===== src/common/dirp_pkg.sv =====
// Shared constants and types of the decode, issue and return predict block
package dirp_pkg;
   // Instruction fields
   localparam logic [1:0] OP_CALL = 2'h1;
   localparam logic [1:0] OP_ARITH = 2'h2;
   localparam logic [1:0] OP_MEM = 2'h3;
   localparam logic [5:0] OP3_FMA = 6'h37;
   localparam logic [5:0] OP3_JMPL = 6'h38;
   localparam logic [5:0] OP3_FPOP1 = 6'h34;
   localparam logic [5:0] OP3_FPOP2 = 6'h35;
   localparam int OP_LSB = 30;
   localparam int RD_LSB = 25;
   localparam int OP3_LSB = 19;
   localparam int RS1_LSB = 14;
   localparam int IMM_BIT = 13;
   localparam int RS3_LSB = 9;
   localparam int VAR_LSB = 7;
   localparam int SIZE_LSB = 5;
   localparam logic [1:0] SIZE_NONE = 2'h0;
   localparam logic [1:0] SIZE_QUAD = 2'h3;
   localparam logic [4:0] REG_LINK = 5'hF;
   localparam logic [4:0] REG_RET = 5'h1F;
   localparam logic [4:0] REG_ZERO = 5'h0;
   localparam logic [12:0] RET_IMM = 13'h8;
   localparam logic [63:0] RET_OFFSET = 64'h8;
   localparam logic [63:0] LANE_STEP = 64'h4;
   // Pipeline shape and resources
   localparam int ISSUE_W = 4;
   localparam int UNITS = 4;
   localparam int RAS_DEPTH = 8;
   localparam int RAS_PTR_W = 3;
   localparam logic [7:0] PIPE_STAGES = 8'hF;
   localparam logic [1:0] REDIRECT_CYC = 2'h2;
   localparam logic [7:0] CSE_TOTAL = 8'h10;
   localparam logic [7:0] GR_TOTAL = 8'h20;
   localparam logic [7:0] FR_TOTAL = 8'h20;
   localparam logic [7:0] RS_TOTAL = 8'h8;
   localparam logic [7:0] MP_TOTAL = 8'h4;
   // Register map
   localparam logic [11:0] ADDR_CTRL = 12'h000;
   localparam logic [11:0] ADDR_STAT = 12'h004;
   localparam logic [11:0] ADDR_MISP = 12'h008;
   localparam logic [11:0] ADDR_EXC = 12'h00C;
   localparam int CTRL_FPU_BIT = 0;
   localparam int CTRL_AM_BIT = 1;
   localparam logic [1:0] CTRL_RESET = 2'h0;

   typedef enum logic [1:0] {
      CLS_ALU = 2'h0,
      CLS_FP = 2'h1,
      CLS_MEM = 2'h2,
      CLS_NONE = 2'h3
   } dirp_cls_t;

   typedef enum logic [1:0] {
      ST_RUN = 2'h0,
      ST_BACKUP = 2'h1
   } dirp_st_t;

   typedef struct packed {
      logic valid;
      logic [3:0] lane_valid;
      logic [63:0] pc;
      logic [3:0][31:0] word;
   } dirp_fetch_t;

   typedef struct packed {
      logic valid;
      logic illegal;
      logic fp_dis;
      logic fma;
      logic fsr_upd;
      logic [4:0] rs3;
      logic [1:0] var_sel;
      logic [1:0] size;
      dirp_cls_t cls;
      logic [1:0] unit;
      logic [3:0] tag;
      logic link_we;
      logic [4:0] link_rd;
      logic [63:0] link_val;
   } dirp_uop_t;

   typedef struct packed {
      logic valid;
      logic misp;
      logic [63:0] target;
   } dirp_cmp_t;

   typedef struct packed {
      logic valid;
      logic [3:0] tag;
   } dirp_fault_t;
endpackage


===== src/verilog/dirp_ras.sv =====
// Return address stack: circular, newest entry on top
`timescale 1ns/100ps
module dirp_ras (
   input wire logic pclk,
   input wire logic presetn,
   input wire logic push,
   input wire logic pop,
   input wire logic [63:0] push_addr,
   output logic [63:0] top
);
   import dirp_pkg::*;

   typedef struct packed {
      logic [RAS_DEPTH-1:0][63:0] ent;
      logic [RAS_PTR_W-1:0] ptr;
   } dirp_ras_st_t;

   dirp_ras_st_t s;
   dirp_ras_st_t next_s;

   // Wrapping pointer: an overflowing push silently replaces the oldest entry
   always_comb begin
      next_s = s;
      if (push) begin
         next_s.ent[s.ptr] = push_addr;
         next_s.ptr = s.ptr + 1'b1;
      end else if (pop) begin
         // Empty pop just reads a stale slot; nothing repairs it, a wrong guess shows up as a misprediction at completion
         next_s.ptr = s.ptr - 1'b1;
      end
   end

   always_ff @(posedge pclk or negedge presetn) begin
      if (!presetn) begin
         s <= '0;
      end else begin
         s <= next_s;
      end
   end

   assign top = s.ent[s.ptr - 1'b1];
endmodule // dirp_ras


===== src/verilog/dirp_core.sv =====
// Decode, issue, resource tracking and return prediction front end
`timescale 1ns/100ps
// How it works
// - op 2, op3 37 selects multiply-add format
// - Bits 13:9 give third FP source
// - Bits 8:7 select the variant
// - Bits 6:5 give operand precision
// - Precision 00 or 11 is illegal
// - FPU off traps; otherwise status updates
// - Reserved encodings are illegal, not unfinished
// - Address mask zeroes upper link bits
// - Call or link to r15 pushes PC+8
// - Return idioms predict top, then pop
// - Misprediction discards path, resumes at target
// - Stack overflow overwrites oldest entries
// - Pipeline has fifteen stages
// - Fetch runs ahead; prefetch when buffer full
// - Four-wide issue, stations per unit
// - Allocate at issue, release at write; stations release at dispatch
// - Exception flushes in-flight work and resources
// - Dispatch when operands known, unit free
// - Exception frees memory ports; cache continues
// - Faults signalled in order at completion; ras_err raises at once
module dirp_core (
   input wire logic pclk,
   input wire logic presetn,
   input wire logic psel,
   input wire logic penable,
   input wire logic pwrite,
   input wire logic [11:0] paddr,
   input wire logic [31:0] pwdata,
   output logic [31:0] prdata,
   output logic pready,
   output logic pslverr,
   input wire dirp_pkg::dirp_fetch_t fetch,
   output logic fetch_ready,
   output logic pf_req,
   output logic [63:0] pf_pc,
   output dirp_pkg::dirp_uop_t [3:0] uop,
   output logic pred_valid,
   output logic [63:0] pred_pc,
   input wire logic [3:0] src_ready,
   input wire logic [3:0] unit_idle,
   output logic [3:0] dispatch,
   input wire dirp_pkg::dirp_cmp_t cmp,
   input wire dirp_pkg::dirp_fault_t fault,
   input wire logic ras_err,
   output logic exc,
   output logic redirect_valid,
   output logic [63:0] redirect_pc
);
   import dirp_pkg::*;

   typedef struct packed {
      dirp_st_t st;
      logic [1:0] wait_cnt;
      logic [1:0] ctrl;
      logic [3:0] buf_v;
      logic [63:0] buf_pc;
      logic [3:0][31:0] buf_w;
      logic fetch_ready;
      logic pf_req;
      logic [63:0] pf_pc;
      dirp_uop_t [3:0] uo;
      logic pred_valid;
      logic [63:0] pred_pc;
      logic redirect;
      logic [63:0] redirect_pc;
      logic exc;
      logic [3:0] head;
      logic [3:0] tail;
      logic [7:0] used;
      logic [15:0] ent_exc;
      dirp_cls_t [15:0] ent_cls;
      logic [7:0] free_gr;
      logic [7:0] free_fr;
      logic [7:0] free_mp;
      logic [3:0][7:0] free_rs;
      logic [3:0] dispatch;
      logic [15:0] misp_cnt;
      logic [15:0] exc_cnt;
      logic pready;
      logic pslverr;
      logic [31:0] prdata;
   } dirp_core_st_t;

   dirp_core_st_t s;
   dirp_core_st_t next_s;

   ////////////////////////////////////////////////////////////////////////////////
   // Per-lane decode

   function automatic dirp_uop_t dirp_decode(input logic [31:0] w, input logic [63:0] pc,
                                             input logic fpu_on, input logic am,
                                             input logic odd);
      dirp_uop_t u;
      logic [1:0] op;
      logic [5:0] op3;
      logic fpop;
      u = '0;
      op = w[OP_LSB +: 2];
      op3 = w[OP3_LSB +: 6];
      fpop = (op == OP_ARITH) && (op3 == OP3_FPOP1 || op3 == OP3_FPOP2);
      u.valid = 1'b1;
      u.fma = (op == OP_ARITH) && (op3 == OP3_FMA);
      u.rs3 = w[RS3_LSB +: 5];
      u.var_sel = w[VAR_LSB +: 2];
      u.size = w[SIZE_LSB +: 2];
      // Illegal outranks fp_disabled; never the unfinished-op path
      u.illegal = u.fma && (u.size == SIZE_NONE || u.size == SIZE_QUAD);
      u.fp_dis = (u.fma || fpop) && !u.illegal && !fpu_on;
      u.fsr_upd = (u.fma || fpop) && !u.illegal && fpu_on;
      if (u.illegal || u.fp_dis) begin
         u.cls = CLS_NONE;
      end else if (u.fma || fpop) begin
         u.cls = CLS_FP;
      end else if (op == OP_MEM) begin
         u.cls = CLS_MEM;
      end else begin
         u.cls = CLS_ALU;
      end
      u.unit = {u.cls == CLS_FP, odd};
      u.link_we = (op == OP_CALL) || (op == OP_ARITH && op3 == OP3_JMPL);
      u.link_rd = (op == OP_CALL) ? REG_LINK : w[RD_LSB +: 5];
      u.link_val = am ? {32'h0, pc[31:0]} : pc;
      return u;
   endfunction

   dirp_uop_t lu [ISSUE_W];
   logic [ISSUE_W-1:0] lcti;
   logic [ISSUE_W-1:0] lpush;
   logic [ISSUE_W-1:0] lpop;
   logic [63:0] lpc [ISSUE_W];

   for (genvar g = 0; g < ISSUE_W; g++) begin : g_lane
      logic [31:0] w;
      logic ret_form;
      assign w = s.buf_w[g];
      assign lpc[g] = s.buf_pc + 64'(g) * LANE_STEP;
      assign lu[g] = dirp_decode(w, lpc[g], s.ctrl[CTRL_FPU_BIT], s.ctrl[CTRL_AM_BIT],
                                 1'(g % 2));
      assign ret_form = w[IMM_BIT] && w[12:0] == RET_IMM && w[RD_LSB +: 5] == REG_ZERO
                        && (w[RS1_LSB +: 5] == REG_LINK || w[RS1_LSB +: 5] == REG_RET);
      assign lcti[g] = lu[g].link_we;
      assign lpush[g] = lu[g].link_we && lu[g].link_rd == REG_LINK;
      assign lpop[g] = lu[g].link_we && ret_form;
   end

   ////////////////////////////////////////////////////////////////////////////////
   // Return address stack

   logic ras_push;
   logic ras_pop;
   logic [63:0] ras_addr;
   logic [63:0] ras_top;

   dirp_ras u_ras (
      .pclk(pclk),
      .presetn(presetn),
      .push(ras_push),
      .pop(ras_pop),
      .push_addr(ras_addr),
      .top(ras_top)
   );

   ////////////////////////////////////////////////////////////////////////////////
   // Next state

   always_comb begin
      logic flush;
      logic stop;
      logic ok;
      logic hit;
      logic [3:0] sel;
      logic [3:0] t;
      logic [7:0] ncse;
      logic [7:0] ngr;
      logic [7:0] nfr;
      logic [7:0] nmp;
      logic [3:0][7:0] nrs;
      flush = 1'b0;
      stop = 1'b0;
      ok = 1'b0;
      hit = 1'b0;
      sel = '0;
      t = s.tail;
      ncse = '0;
      ngr = '0;
      nfr = '0;
      nmp = '0;
      nrs = '0;
      ras_push = 1'b0;
      ras_pop = 1'b0;
      ras_addr = '0;
      next_s = s;
      next_s.dispatch = '0;
      next_s.exc = 1'b0;
      next_s.redirect = 1'b0;
      next_s.pf_req = 1'b0;
      next_s.pred_valid = 1'b0;
      next_s.pready = 1'b0;
      next_s.pslverr = 1'b0;
      for (int i = 0; i < ISSUE_W; i++) begin
         next_s.uo[i].valid = 1'b0;
      end

      // Zero-wait slave: answer is staged in setup, taken in access
      if (psel && !penable) begin
         next_s.pready = 1'b1;
         if (paddr == ADDR_CTRL) begin
            next_s.prdata = {30'h0, s.ctrl};
         end else if (paddr == ADDR_STAT) begin
            next_s.prdata = {8'h0, PIPE_STAGES, 3'h0, s.used[4:0], s.buf_v, 2'h0, s.st};
         end else if (paddr == ADDR_MISP) begin
            next_s.prdata = {16'h0, s.misp_cnt};
         end else if (paddr == ADDR_EXC) begin
            next_s.prdata = {16'h0, s.exc_cnt};
         end else begin
            next_s.prdata = '0;
            next_s.pslverr = 1'b1;
         end
      end
      if (psel && penable && s.pready && pwrite && paddr == ADDR_CTRL) begin
         next_s.ctrl = pwdata[1:0];
      end

      // Station dispatch frees the entry in the cycle it is dispatched
      for (int u = 0; u < UNITS; u++) begin
         if (s.free_rs[u] != RS_TOTAL && src_ready[u] && unit_idle[u]) begin
            next_s.dispatch[u] = 1'b1;
            next_s.free_rs[u] = 8'(s.free_rs[u] + 8'h1);
         end
      end

      // Faults are only recorded here, raised at completion
      if (fault.valid) begin
         next_s.ent_exc[fault.tag] = 1'b1;
      end

      if (cmp.valid && s.used != 8'h0) begin
         hit = s.ent_exc[s.head] || (fault.valid && fault.tag == s.head);
         case (s.ent_cls[s.head])
            CLS_ALU: next_s.free_gr = 8'(s.free_gr + 8'h1);
            CLS_FP: next_s.free_fr = 8'(s.free_fr + 8'h1);
            CLS_MEM: begin
               next_s.free_gr = 8'(s.free_gr + 8'h1);
               next_s.free_mp = 8'(s.free_mp + 8'h1);
            end
            default: ;
         endcase
         next_s.ent_exc[s.head] = 1'b0;
         next_s.head = s.head + 4'h1;
         next_s.used = 8'(s.used - 8'h1);
         if (hit) begin
            flush = 1'b1;
            next_s.exc = 1'b1;
         end else if (cmp.misp) begin
            flush = 1'b1;
            next_s.redirect = 1'b1;
            next_s.redirect_pc = cmp.target;
            next_s.st = ST_BACKUP;
            next_s.wait_cnt = REDIRECT_CYC;
            next_s.misp_cnt = s.misp_cnt + 16'h1;
         end
      end
      // Reliability errors may cut in ahead of completion
      if (ras_err) begin
         flush = 1'b1;
         next_s.exc = 1'b1;
      end
      if (next_s.exc) begin
         next_s.exc_cnt = s.exc_cnt + 16'h1;
      end

      // Issue group stops after its first control transfer
      for (int i = 0; i < ISSUE_W; i++) begin
         if (s.buf_v[i] && !stop) begin
            sel[i] = 1'b1;
            ncse = 8'(ncse + 8'h1);
            if (lcti[i]) begin
               stop = 1'b1;
            end
            case (lu[i].cls)
               CLS_ALU: begin
                  ngr = 8'(ngr + 8'h1);
                  nrs[lu[i].unit] = 8'(nrs[lu[i].unit] + 8'h1);
               end
               CLS_FP: begin
                  nfr = 8'(nfr + 8'h1);
                  nrs[lu[i].unit] = 8'(nrs[lu[i].unit] + 8'h1);
               end
               CLS_MEM: begin
                  ngr = 8'(ngr + 8'h1);
                  nmp = 8'(nmp + 8'h1);
               end
               default: ;
            endcase
         end
      end
      // All-or-nothing allocation against this cycle's free counts
      ok = (s.used + ncse <= CSE_TOTAL) && ngr <= s.free_gr && nfr <= s.free_fr
           && nmp <= s.free_mp;
      for (int u = 0; u < UNITS; u++) begin
         if (nrs[u] > s.free_rs[u]) begin
            ok = 1'b0;
         end
      end
      if (s.st == ST_RUN && ok && sel != 4'h0 && !flush) begin
         for (int i = 0; i < ISSUE_W; i++) begin
            if (sel[i]) begin
               next_s.uo[i] = lu[i];
               next_s.uo[i].tag = t;
               next_s.ent_cls[t] = lu[i].cls;
               next_s.ent_exc[t] = lu[i].illegal || lu[i].fp_dis;
               t = t + 4'h1;
               if (lpush[i]) begin
                  ras_push = 1'b1;
                  ras_addr = lpc[i] + RET_OFFSET;
               end else if (lpop[i]) begin
                  ras_pop = 1'b1;
                  next_s.pred_valid = 1'b1;
                  next_s.pred_pc = ras_top;
               end
            end
         end
         next_s.tail = t;
         next_s.used = 8'(next_s.used + ncse);
         next_s.free_gr = 8'(next_s.free_gr - ngr);
         next_s.free_fr = 8'(next_s.free_fr - nfr);
         next_s.free_mp = 8'(next_s.free_mp - nmp);
         for (int u = 0; u < UNITS; u++) begin
            next_s.free_rs[u] = 8'(next_s.free_rs[u] - nrs[u]);
         end
         next_s.buf_v = s.buf_v & ~sel;
      end

      if (s.st == ST_BACKUP) begin
         next_s.wait_cnt = s.wait_cnt - 2'h1;
         if (s.wait_cnt == 2'h1) begin
            next_s.st = ST_RUN;
         end
      end

      // Fetch decoupled from issue; a full buffer turns demand into prefetch
      if (fetch.valid && s.fetch_ready && !flush) begin
         next_s.buf_v = fetch.lane_valid;
         next_s.buf_pc = fetch.pc;
         next_s.buf_w = fetch.word;
      end else if (fetch.valid && !s.fetch_ready) begin
         next_s.pf_req = 1'b1;
         next_s.pf_pc = fetch.pc;
      end

      // Cache pipeline is not cancelled: outstanding fills still land
      if (flush) begin
         next_s.tail = next_s.head;
         next_s.used = 8'h0;
         next_s.ent_exc = '0;
         next_s.buf_v = '0;
         next_s.free_gr = GR_TOTAL;
         next_s.free_fr = FR_TOTAL;
         next_s.free_mp = MP_TOTAL;
         for (int u = 0; u < UNITS; u++) begin
            next_s.free_rs[u] = RS_TOTAL;
         end
      end
      next_s.fetch_ready = (next_s.buf_v == 4'h0);
   end

   always_ff @(posedge pclk or negedge presetn) begin
      if (!presetn) begin
         s <= '0;
         s.ctrl <= CTRL_RESET;
         s.free_gr <= GR_TOTAL;
         s.free_fr <= FR_TOTAL;
         s.free_mp <= MP_TOTAL;
         s.free_rs <= {UNITS{RS_TOTAL}};
      end else begin
         s <= next_s;
      end
   end

   assign prdata = s.prdata;
   assign pready = s.pready;
   assign pslverr = s.pslverr;
   assign fetch_ready = s.fetch_ready;
   assign pf_req = s.pf_req;
   assign pf_pc = s.pf_pc;
   assign uop = s.uo;
   assign pred_valid = s.pred_valid;
   assign pred_pc = s.pred_pc;
   assign dispatch = s.dispatch;
   assign exc = s.exc;
   assign redirect_valid = s.redirect;
   assign redirect_pc = s.redirect_pc;
endmodule // dirp_core


===== config.mk =====
export PLATFORM = sky130hd
export DESIGN_NAME = dirp_core
export DESIGN_NICKNAME = d
export VERILOG_FILES = /design/src/common/dirp_pkg.sv /design/src/verilog/dirp_ras.sv /design/src/verilog/dirp_core.sv
export SDC_FILE = /design/constraint.sdc
export NUM_CORES = 2
export LEC_CHECK = 0
export BUFFER_PORTS_ARGS = -buffer_cell sky130_fd_sc_hd__buf_2
export CAP_MARGIN = 15
export CORE_MARGIN = 2
export CORE_UTILIZATION = 29
export DETAILED_ROUTE_END_ITERATION = 7
export SLEW_MARGIN = 20
export SYNTH_ARGS = -nofsm -noshare
export SYNTH_HDL_FRONTEND = slang
export SYNTH_SLANG_ARGS = --single-unit

===== constraint.sdc =====
create_clock -name pclk -period 10.2 [get_ports pclk]
set_input_delay 0 -clock pclk [delete_from_list [all_inputs] [get_ports pclk]]
set_output_delay 0 -clock pclk [all_outputs]
set_load 0.005 [all_outputs]

After elaboration in Yosys (flattened, before gate mapping):

Index checks and enable logic that the tools add are counted.
Widths: inputs -> output; s select.

* reductions and logical operators: 160
* multiplexer cells: 233
* eq/ne operators: 69
* bitwise logic cells: 8
* order comparisons: 31
* add/subtract/negate cells: 49

Operator list (number)
* $mux 65: 15
* $mux 64: 15
* $bwmux 512: 1
* $mux 433: 1
* $mux 48: 7
* $add 64x4->64 const B: 5
* $mux 8: 39
* $mux 92: 3
* $mux 32: 8
* $bwmux 32: 7
* $mux 196: 1
* $bmux 64 s3: 1
* $demux 64 s3: 1
* $add 8x1->8 const B: 23
* $mux 157: 1
* $mux 116: 1
* $eq 6x6->1 const B: 16
* $logic_and 1x1->1: 86
* $mux 70: 1
* $add 64x3->64 const B: 1
* $bwmux 16: 4
* $mux 1: 64
* $mux 56: 1
* $sub 8x8->8: 7
* other kinds (59): 241

* flip-flop bits (word level): 1470
* logic and storage cells: 665

Logic depth before layout (Yosys ltp):

* depth after elaboration: 57
* gate-level depth with buffers: 31
* gate-level depth less buffers: 28

Modules after synthesis:

From an unflattened synthesis, not the netlist that was laid out.

* cell total of the unflattened synthesis: 8187
* area total of the unflattened synthesis: 80868.8 µm²

By module, submodules not included
* dirp_core: cells an instance 6420, area each 56666.8 µm², seq. area each 23431.2 µm², instances 1
* dirp_ras: cells an instance 1767, area each 24202.0 µm², seq. area each 12887.4 µm², instances 1

Worst setup path before layout:

No wires, ideal clock.

* kind: reg-to-reg
* start point: register s, in the netlist g_lane[0].w[31]
* end point: register u_ras.s[181] in the netlist's numbering
* path slack: 3.193 ns
* library setup time: 0.153 ns
* buffers on the path: 3
* required time: 10.047 ns
* stages on the path, launching flop included: 27
* arrival: 6.854 ns
* cell sequence: dfrtp_1 -> and4b_1 -> and3b_1 -> o21a_1 -> a21oi_1 -> a21boi_0 -> clkbuf_1 -> nor2_1 -> ha_1 -> a21oi_1 -> inv_1 -> ha_1 -> mux2_2 -> ha_1 -> mux2_2 -> ha_1 -> nor2b_1 -> o211ai_1 -> a21oi_1 -> a31oi_1 -> nand4b_1 -> nor3_1 -> nand2_1 -> nor3_1 -> clkbuf_1 -> clkbuf_1 -> a21oi_1

* word-level cells in the longest chain between the ends: 41
* elaborated cells on any way between the ends: 142
* classes of those cells: 15 x add/sub; 10 x order compare; 6 x eq/ne; 82 x mux; 1 x bitwise; 28 x reduce/logical

Ends and longest elaborated chain
* start: declaration: line dirp_core.sv:87 `dirp_core_st_t s;`
* start signal: assignment: line dirp_core.sv:379 `s <= next_s;`
* parallel branches: the longest is 41 deep, another holds $mux 32
* end signal: assignment: line dirp_ras.sv:37 `s <= next_s;`
* end: declaration: line dirp_ras.sv:18 `dirp_ras_st_t s;`

Several ways; the timed one is not identified. The select of a mux whose other input is x is not followed.
A chain may end at the register's enable or synchronous reset.

Worst setup path in the final report:

* start point: register s, in the netlist g_lane[0].w[31]
* end point: register s, in the netlist uop[52]

* word-level cells in the longest chain between the ends: 40
* elaborated cells on any way between the ends: 121
* classes of those cells: 15 x add/sub; 10 x order compare; 5 x eq/ne; 62 x mux; 1 x bitwise; 28 x reduce/logical

Ends and longest elaborated chain
* parallel branches: the longest is 37 deep, another holds $mux 32
* $logic_and 1x1->1 (*) (2 in series): line dirp_core.sv:308 `if (s.st == ST_RUN && ok && sel != 4'h0 && !flush) begin`
* $reduce_and 2->1 (no line) (*)

Mark *: on every way between the ends. The select of a mux whose other input is x is not followed.

==> results.md <==
- Outcome: complete, but fails checks
- Violations in the final reports: DRC
- Grt total ovfl: 0
- Max incr delay on CP: 0.79 ns
- Post-synthesis sequential area ratio: 45.8%
- Number of endpoints with negative hold slack in the final report: 0
- Type of the most critical hold path: in -> reg
- Global-route wire length before repair: 457,000 um
- Cell area after placement: 0.0832 mm^2
- CTS buffer count: 171
- CTS-repair resized insts: 0
- Class of the most critical setup path: reg -> reg
- Layout Cell Area excl Fill: 0.0946 mm^2
- Number of antenna violations at the first check in global routing: 14
- Worst Reg2Reg Path Length in Cells: 29
- Most used flip-flop cell after synthesis: sky130_fd_sc_hd__dfrtp_1
- Portion of total power attributed to combinational logic: 31.8%
- Share of the cycle needed by the critical path after routing: 85.1%
- Timing-limited maximum frequency: 0.115 GHz
- Starting DRT DRC Count: 5,850
- Share of total power in sequential cells: 38.6%
- Area share of the largest cell type after synthesis: 45.6%
- Power spent charging and discharging nets: 0.00837 W
- Total power divided by cell area: 226 mW/mm^2
- Number of cells in the design after placement: 12,000
- Unrepaired setup endpoints after global routing: no
- Most crowded layer after global routing: met2
- Leakage power: 42.2 nW
- Int Power: 0.0130 W
- Cell with the most instances after synthesis: sky130_fd_sc_hd__nand2_1
- VDD IR-drop max: 0.191 mV
- Horiz. Die Dim: 527 um
- CTS tree: done
- Maximum clock insertion buffer count: 4
- Worst slew margin: 17.2%
- DRC: 4
- DRT antenna net count: 0
- Detailed-route via count: 66,100
- Critical Path Most Common Cell: sky130_fd_sc_hd__ha_1
- Commonest cells in the synthesized netlist: sky130_fd_sc_hd__nand2_1 (1,821), sky130_fd_sc_hd__dfrtp_1 (1,444), sky130_fd_sc_hd__buf_4 (599)
- Final Critical Period: 8.68 ns
- Slew at the pin closest to its max-slew limit: 1.24 ns
- GRT Resource Usage Total: 22.0%
- Kind of cell adding the most delay to the critical path: simple AND/OR/NAND/NOR gates
- Area growth from synthesis to final layout: 19.4%
- Filler cell count: 27,000
- Number of warnings issued by yosys: 0
- Final cell count without fillers: 12,800
- Total number of H-tree levels: 4
- Number of setup buffers added after CTS: 0
- Number of logic stages on the critical path including buffering: 29
- Max Transition Viols Final: 0
- Cell taking the most area after synthesis: sky130_fd_sc_hd__dfrtp_1
- Post-synthesis sequential element count: 1,451
- Global routing usage on met2: 33.6%
- Instance count of the mapped netlist: 8,452
- Initial core utilization: 29.2%
- Met1 Track Usage GR: 28.6%
- Arrival time of the worst setup path: 9.43 ns
- Max-capacitance violation count: 0
- Async set-or-reset flop fraction in the synthesized netlist: 100%
- Depth of the worst hold-timing path: 4
- Number of global-route vias before repair: 66,600
- Synth area leaders: sky130_fd_sc_hd__dfrtp_1 (46%), sky130_fd_sc_hd__nand2_1 (8.6%), sky130_fd_sc_hd__buf_4 (5.7%), sky130_fd_sc_hd__mux4_2 (4.1%), sky130_fd_sc_hd__mux2_2 (3.6%)
- Detail-routed net length per standard cell: 24.5 um
- Count of TritonRoute iterations in the first routing pass: 8
- Endpoint required time on the critical path: 10.95 ns
- Worst skew pair latency: 0.87 ns
- Count of distinct cell types in the synthesized netlist: 92
- Row Count: 191
- Die footprint: 0.277 mm^2
- Switch share: 39.2%
- Final sum of negative setup slack: 0 ns
- Synth Area per Inst: 9.38 um^2
- Final Routed Wirelength: 314,000 um
- Proportion of layout cells with a drive suffix above 1: 19.5%
- Clk pin slew, worst setup/hold paths: 0.06 ns
- Final weighted congestion in routability-driven placement: 0.953
- Count of flip-flops with a built-in enable after synthesis: 0
- Kind of launch point of the worst setup path: flop
- Height of the chip: 527 um
- Number of clock sinks: 1,451
- Critical path's slowest cell: sky130_fd_sc_hd__inv_2
- Endpoint type of the worst setup path: flop
- Pin count of the biggest net entering global routing: 153
- # port buffers: 880
- Top-Level Pins: 929
- Area of the mapped netlist: 0.0793 mm^2
- Setup Skew: 0.103 ns
- Via/cell ratio: 5.15
- Buffering stage count on the worst path with inverters included: 5
- Root Buffer Master: sky130_fd_sc_hd__clkbuf_16
- Final number of setup-violating endpoints: 0
- Number of nets in the final layout: 9,551
- Standard cell core area: 0.271 mm^2
- HPWL after DPL: 226,000 um
- Crit path max fanout: 46
- Share of power burned in the clock network: 29.6%
- Global routing usage on met3: 5.17%
worst paths after layout:
kind	start	to	slack (ns)
setup / recovery	g_lane[0].w[31]	uop[52]	1.52
hold / removal	fetch[150]	s[905]	0.05
setup reg to reg	g_lane[0].w[31]	uop[52]	1.52
hold reg to reg	u_ras.s[16]	u_ras.s[16]	0.46
max in group asynchronous	presetn	pf_pc[56]	7.88
min in group asynchronous	presetn	s[104]	0.43
metrics by stage:
stage | power (W) | worst slack [ns] | hold slack (ns) | utilization [%]
CTS | 0.0214 | 1.52 | 0.000572 | 34.9
detailed placement | 0.0148 | 1.60 | 0.172 | 30.7
finish | 0.0214 | 1.52 | 0.0482 | 34.9
global route | 0.0223 | 1.04 | 0.0391 | 34.9
floorplan | 0.0122 | 3.19 | -0.296 | -
global placement | 0.0147 | 1.44 | 0.164 | 30.7
flip-flops by register name, indices dropped and copies added (netlist names), 4 cells and up:
register     count
u_ras.s        515
uop            366
s              226
g_lane.w       124
pf_pc           64
pred_pc         64
redirect_pc     64
prdata          17
dispatch         4
layout make-up:
cell class / count / area (um^2) / area share, %
clock inverter: 62 / 734 / 0.776
clock buffer: 242 / 4980 / 5.26
antenna: 17 / 42.5 / 0.0450
timing repair buffer: 1589 / 11300 / 11.9
multi-input combinational: 5784 / 36300 / 38.4
tap: 3570 / 4470 / 4.72
sequential: 1451 / 36300 / 38.4
inverter: 115 / 432 / 0.456
kinds of logic (layout without fill, tap and decap cells):
family,count (synthesis),count (layout),share of synthesized area [%]
flip-flops,1451,1451,45.8
multiplexers,552,552,9.66
XOR/XNOR,456,456,5.04
buffers and inverters,1232,2008,8.71
other,1,33,0.00473
AND/OR/NAND/NOR,3313,3313,18.7
adder cells (fa/ha/maj),113,113,1.87
AO/OA/AOI/OAI,1334,1334,10.2
worst min-delay path, stage by stage:
cell and delay, ns:
sky130_fd_sc_hd__dlygate4sd3_1 0.58, sky130_fd_sc_hd__buf_2 0.15, sky130_fd_sc_hd__nand2_1 0.05, sky130_fd_sc_hd__nand2_1 0.05
layer usage:
layer | up-vias | wire [um]
met1 | 32900 | 132000
met5 | - | 42
met2 | 2644 | 137000
met3 | 614 | 24600
li1 | 29900 | -
met4 | 6 | 20500
what timing repair did:
action,4_1_cts,5_1_grt
hold buffers,559,0
endpoints found under the hold margin,555,0
setup endpoints to repair,0,0
power groups by stage:
stage / clock [W] / sequential [W] / combinational, W
2_1_floorplan: 0 / 0.00739 / 0.00476
3_3_place_gp: 0 / 0.00825 / 0.00641
3_5_place_dp: 0 / 0.00830 / 0.00649
4_1_cts: 0.00648 / 0.00821 / 0.00669
5_1_grt: 0.00669 / 0.00837 / 0.00727
6_report: 0.00633 / 0.00824 / 0.00679
layout by cell type, fill, tap and decap left out, types with 107 or more instances in the layout:
master and instances:
sky130_fd_sc_hd__nand2_1 1817, sky130_fd_sc_hd__dfrtp_1 1441, sky130_fd_sc_hd__buf_2 879, sky130_fd_sc_hd__dlygate4sd3_1 558, sky130_fd_sc_hd__o21ai_0 544, sky130_fd_sc_hd__nor2_1 528, sky130_fd_sc_hd__xnor2_1 307, sky130_fd_sc_hd__mux2_2 255
sky130_fd_sc_hd__a21oi_1 252, sky130_fd_sc_hd__clkbuf_16 173, sky130_fd_sc_hd__mux2i_1 152, sky130_fd_sc_hd__xor2_1 148, sky130_fd_sc_hd__nor3_1 148, sky130_fd_sc_hd__mux4_2 145, sky130_fd_sc_hd__nand4_1 142, sky130_fd_sc_hd__o31ai_1 138
sky130_fd_sc_hd__buf_4 137, sky130_fd_sc_hd__nand3_1 117, sky130_fd_sc_hd__inv_1 108, sky130_fd_sc_hd__nor4_1 107
Power figures use the tool's default switching activity.
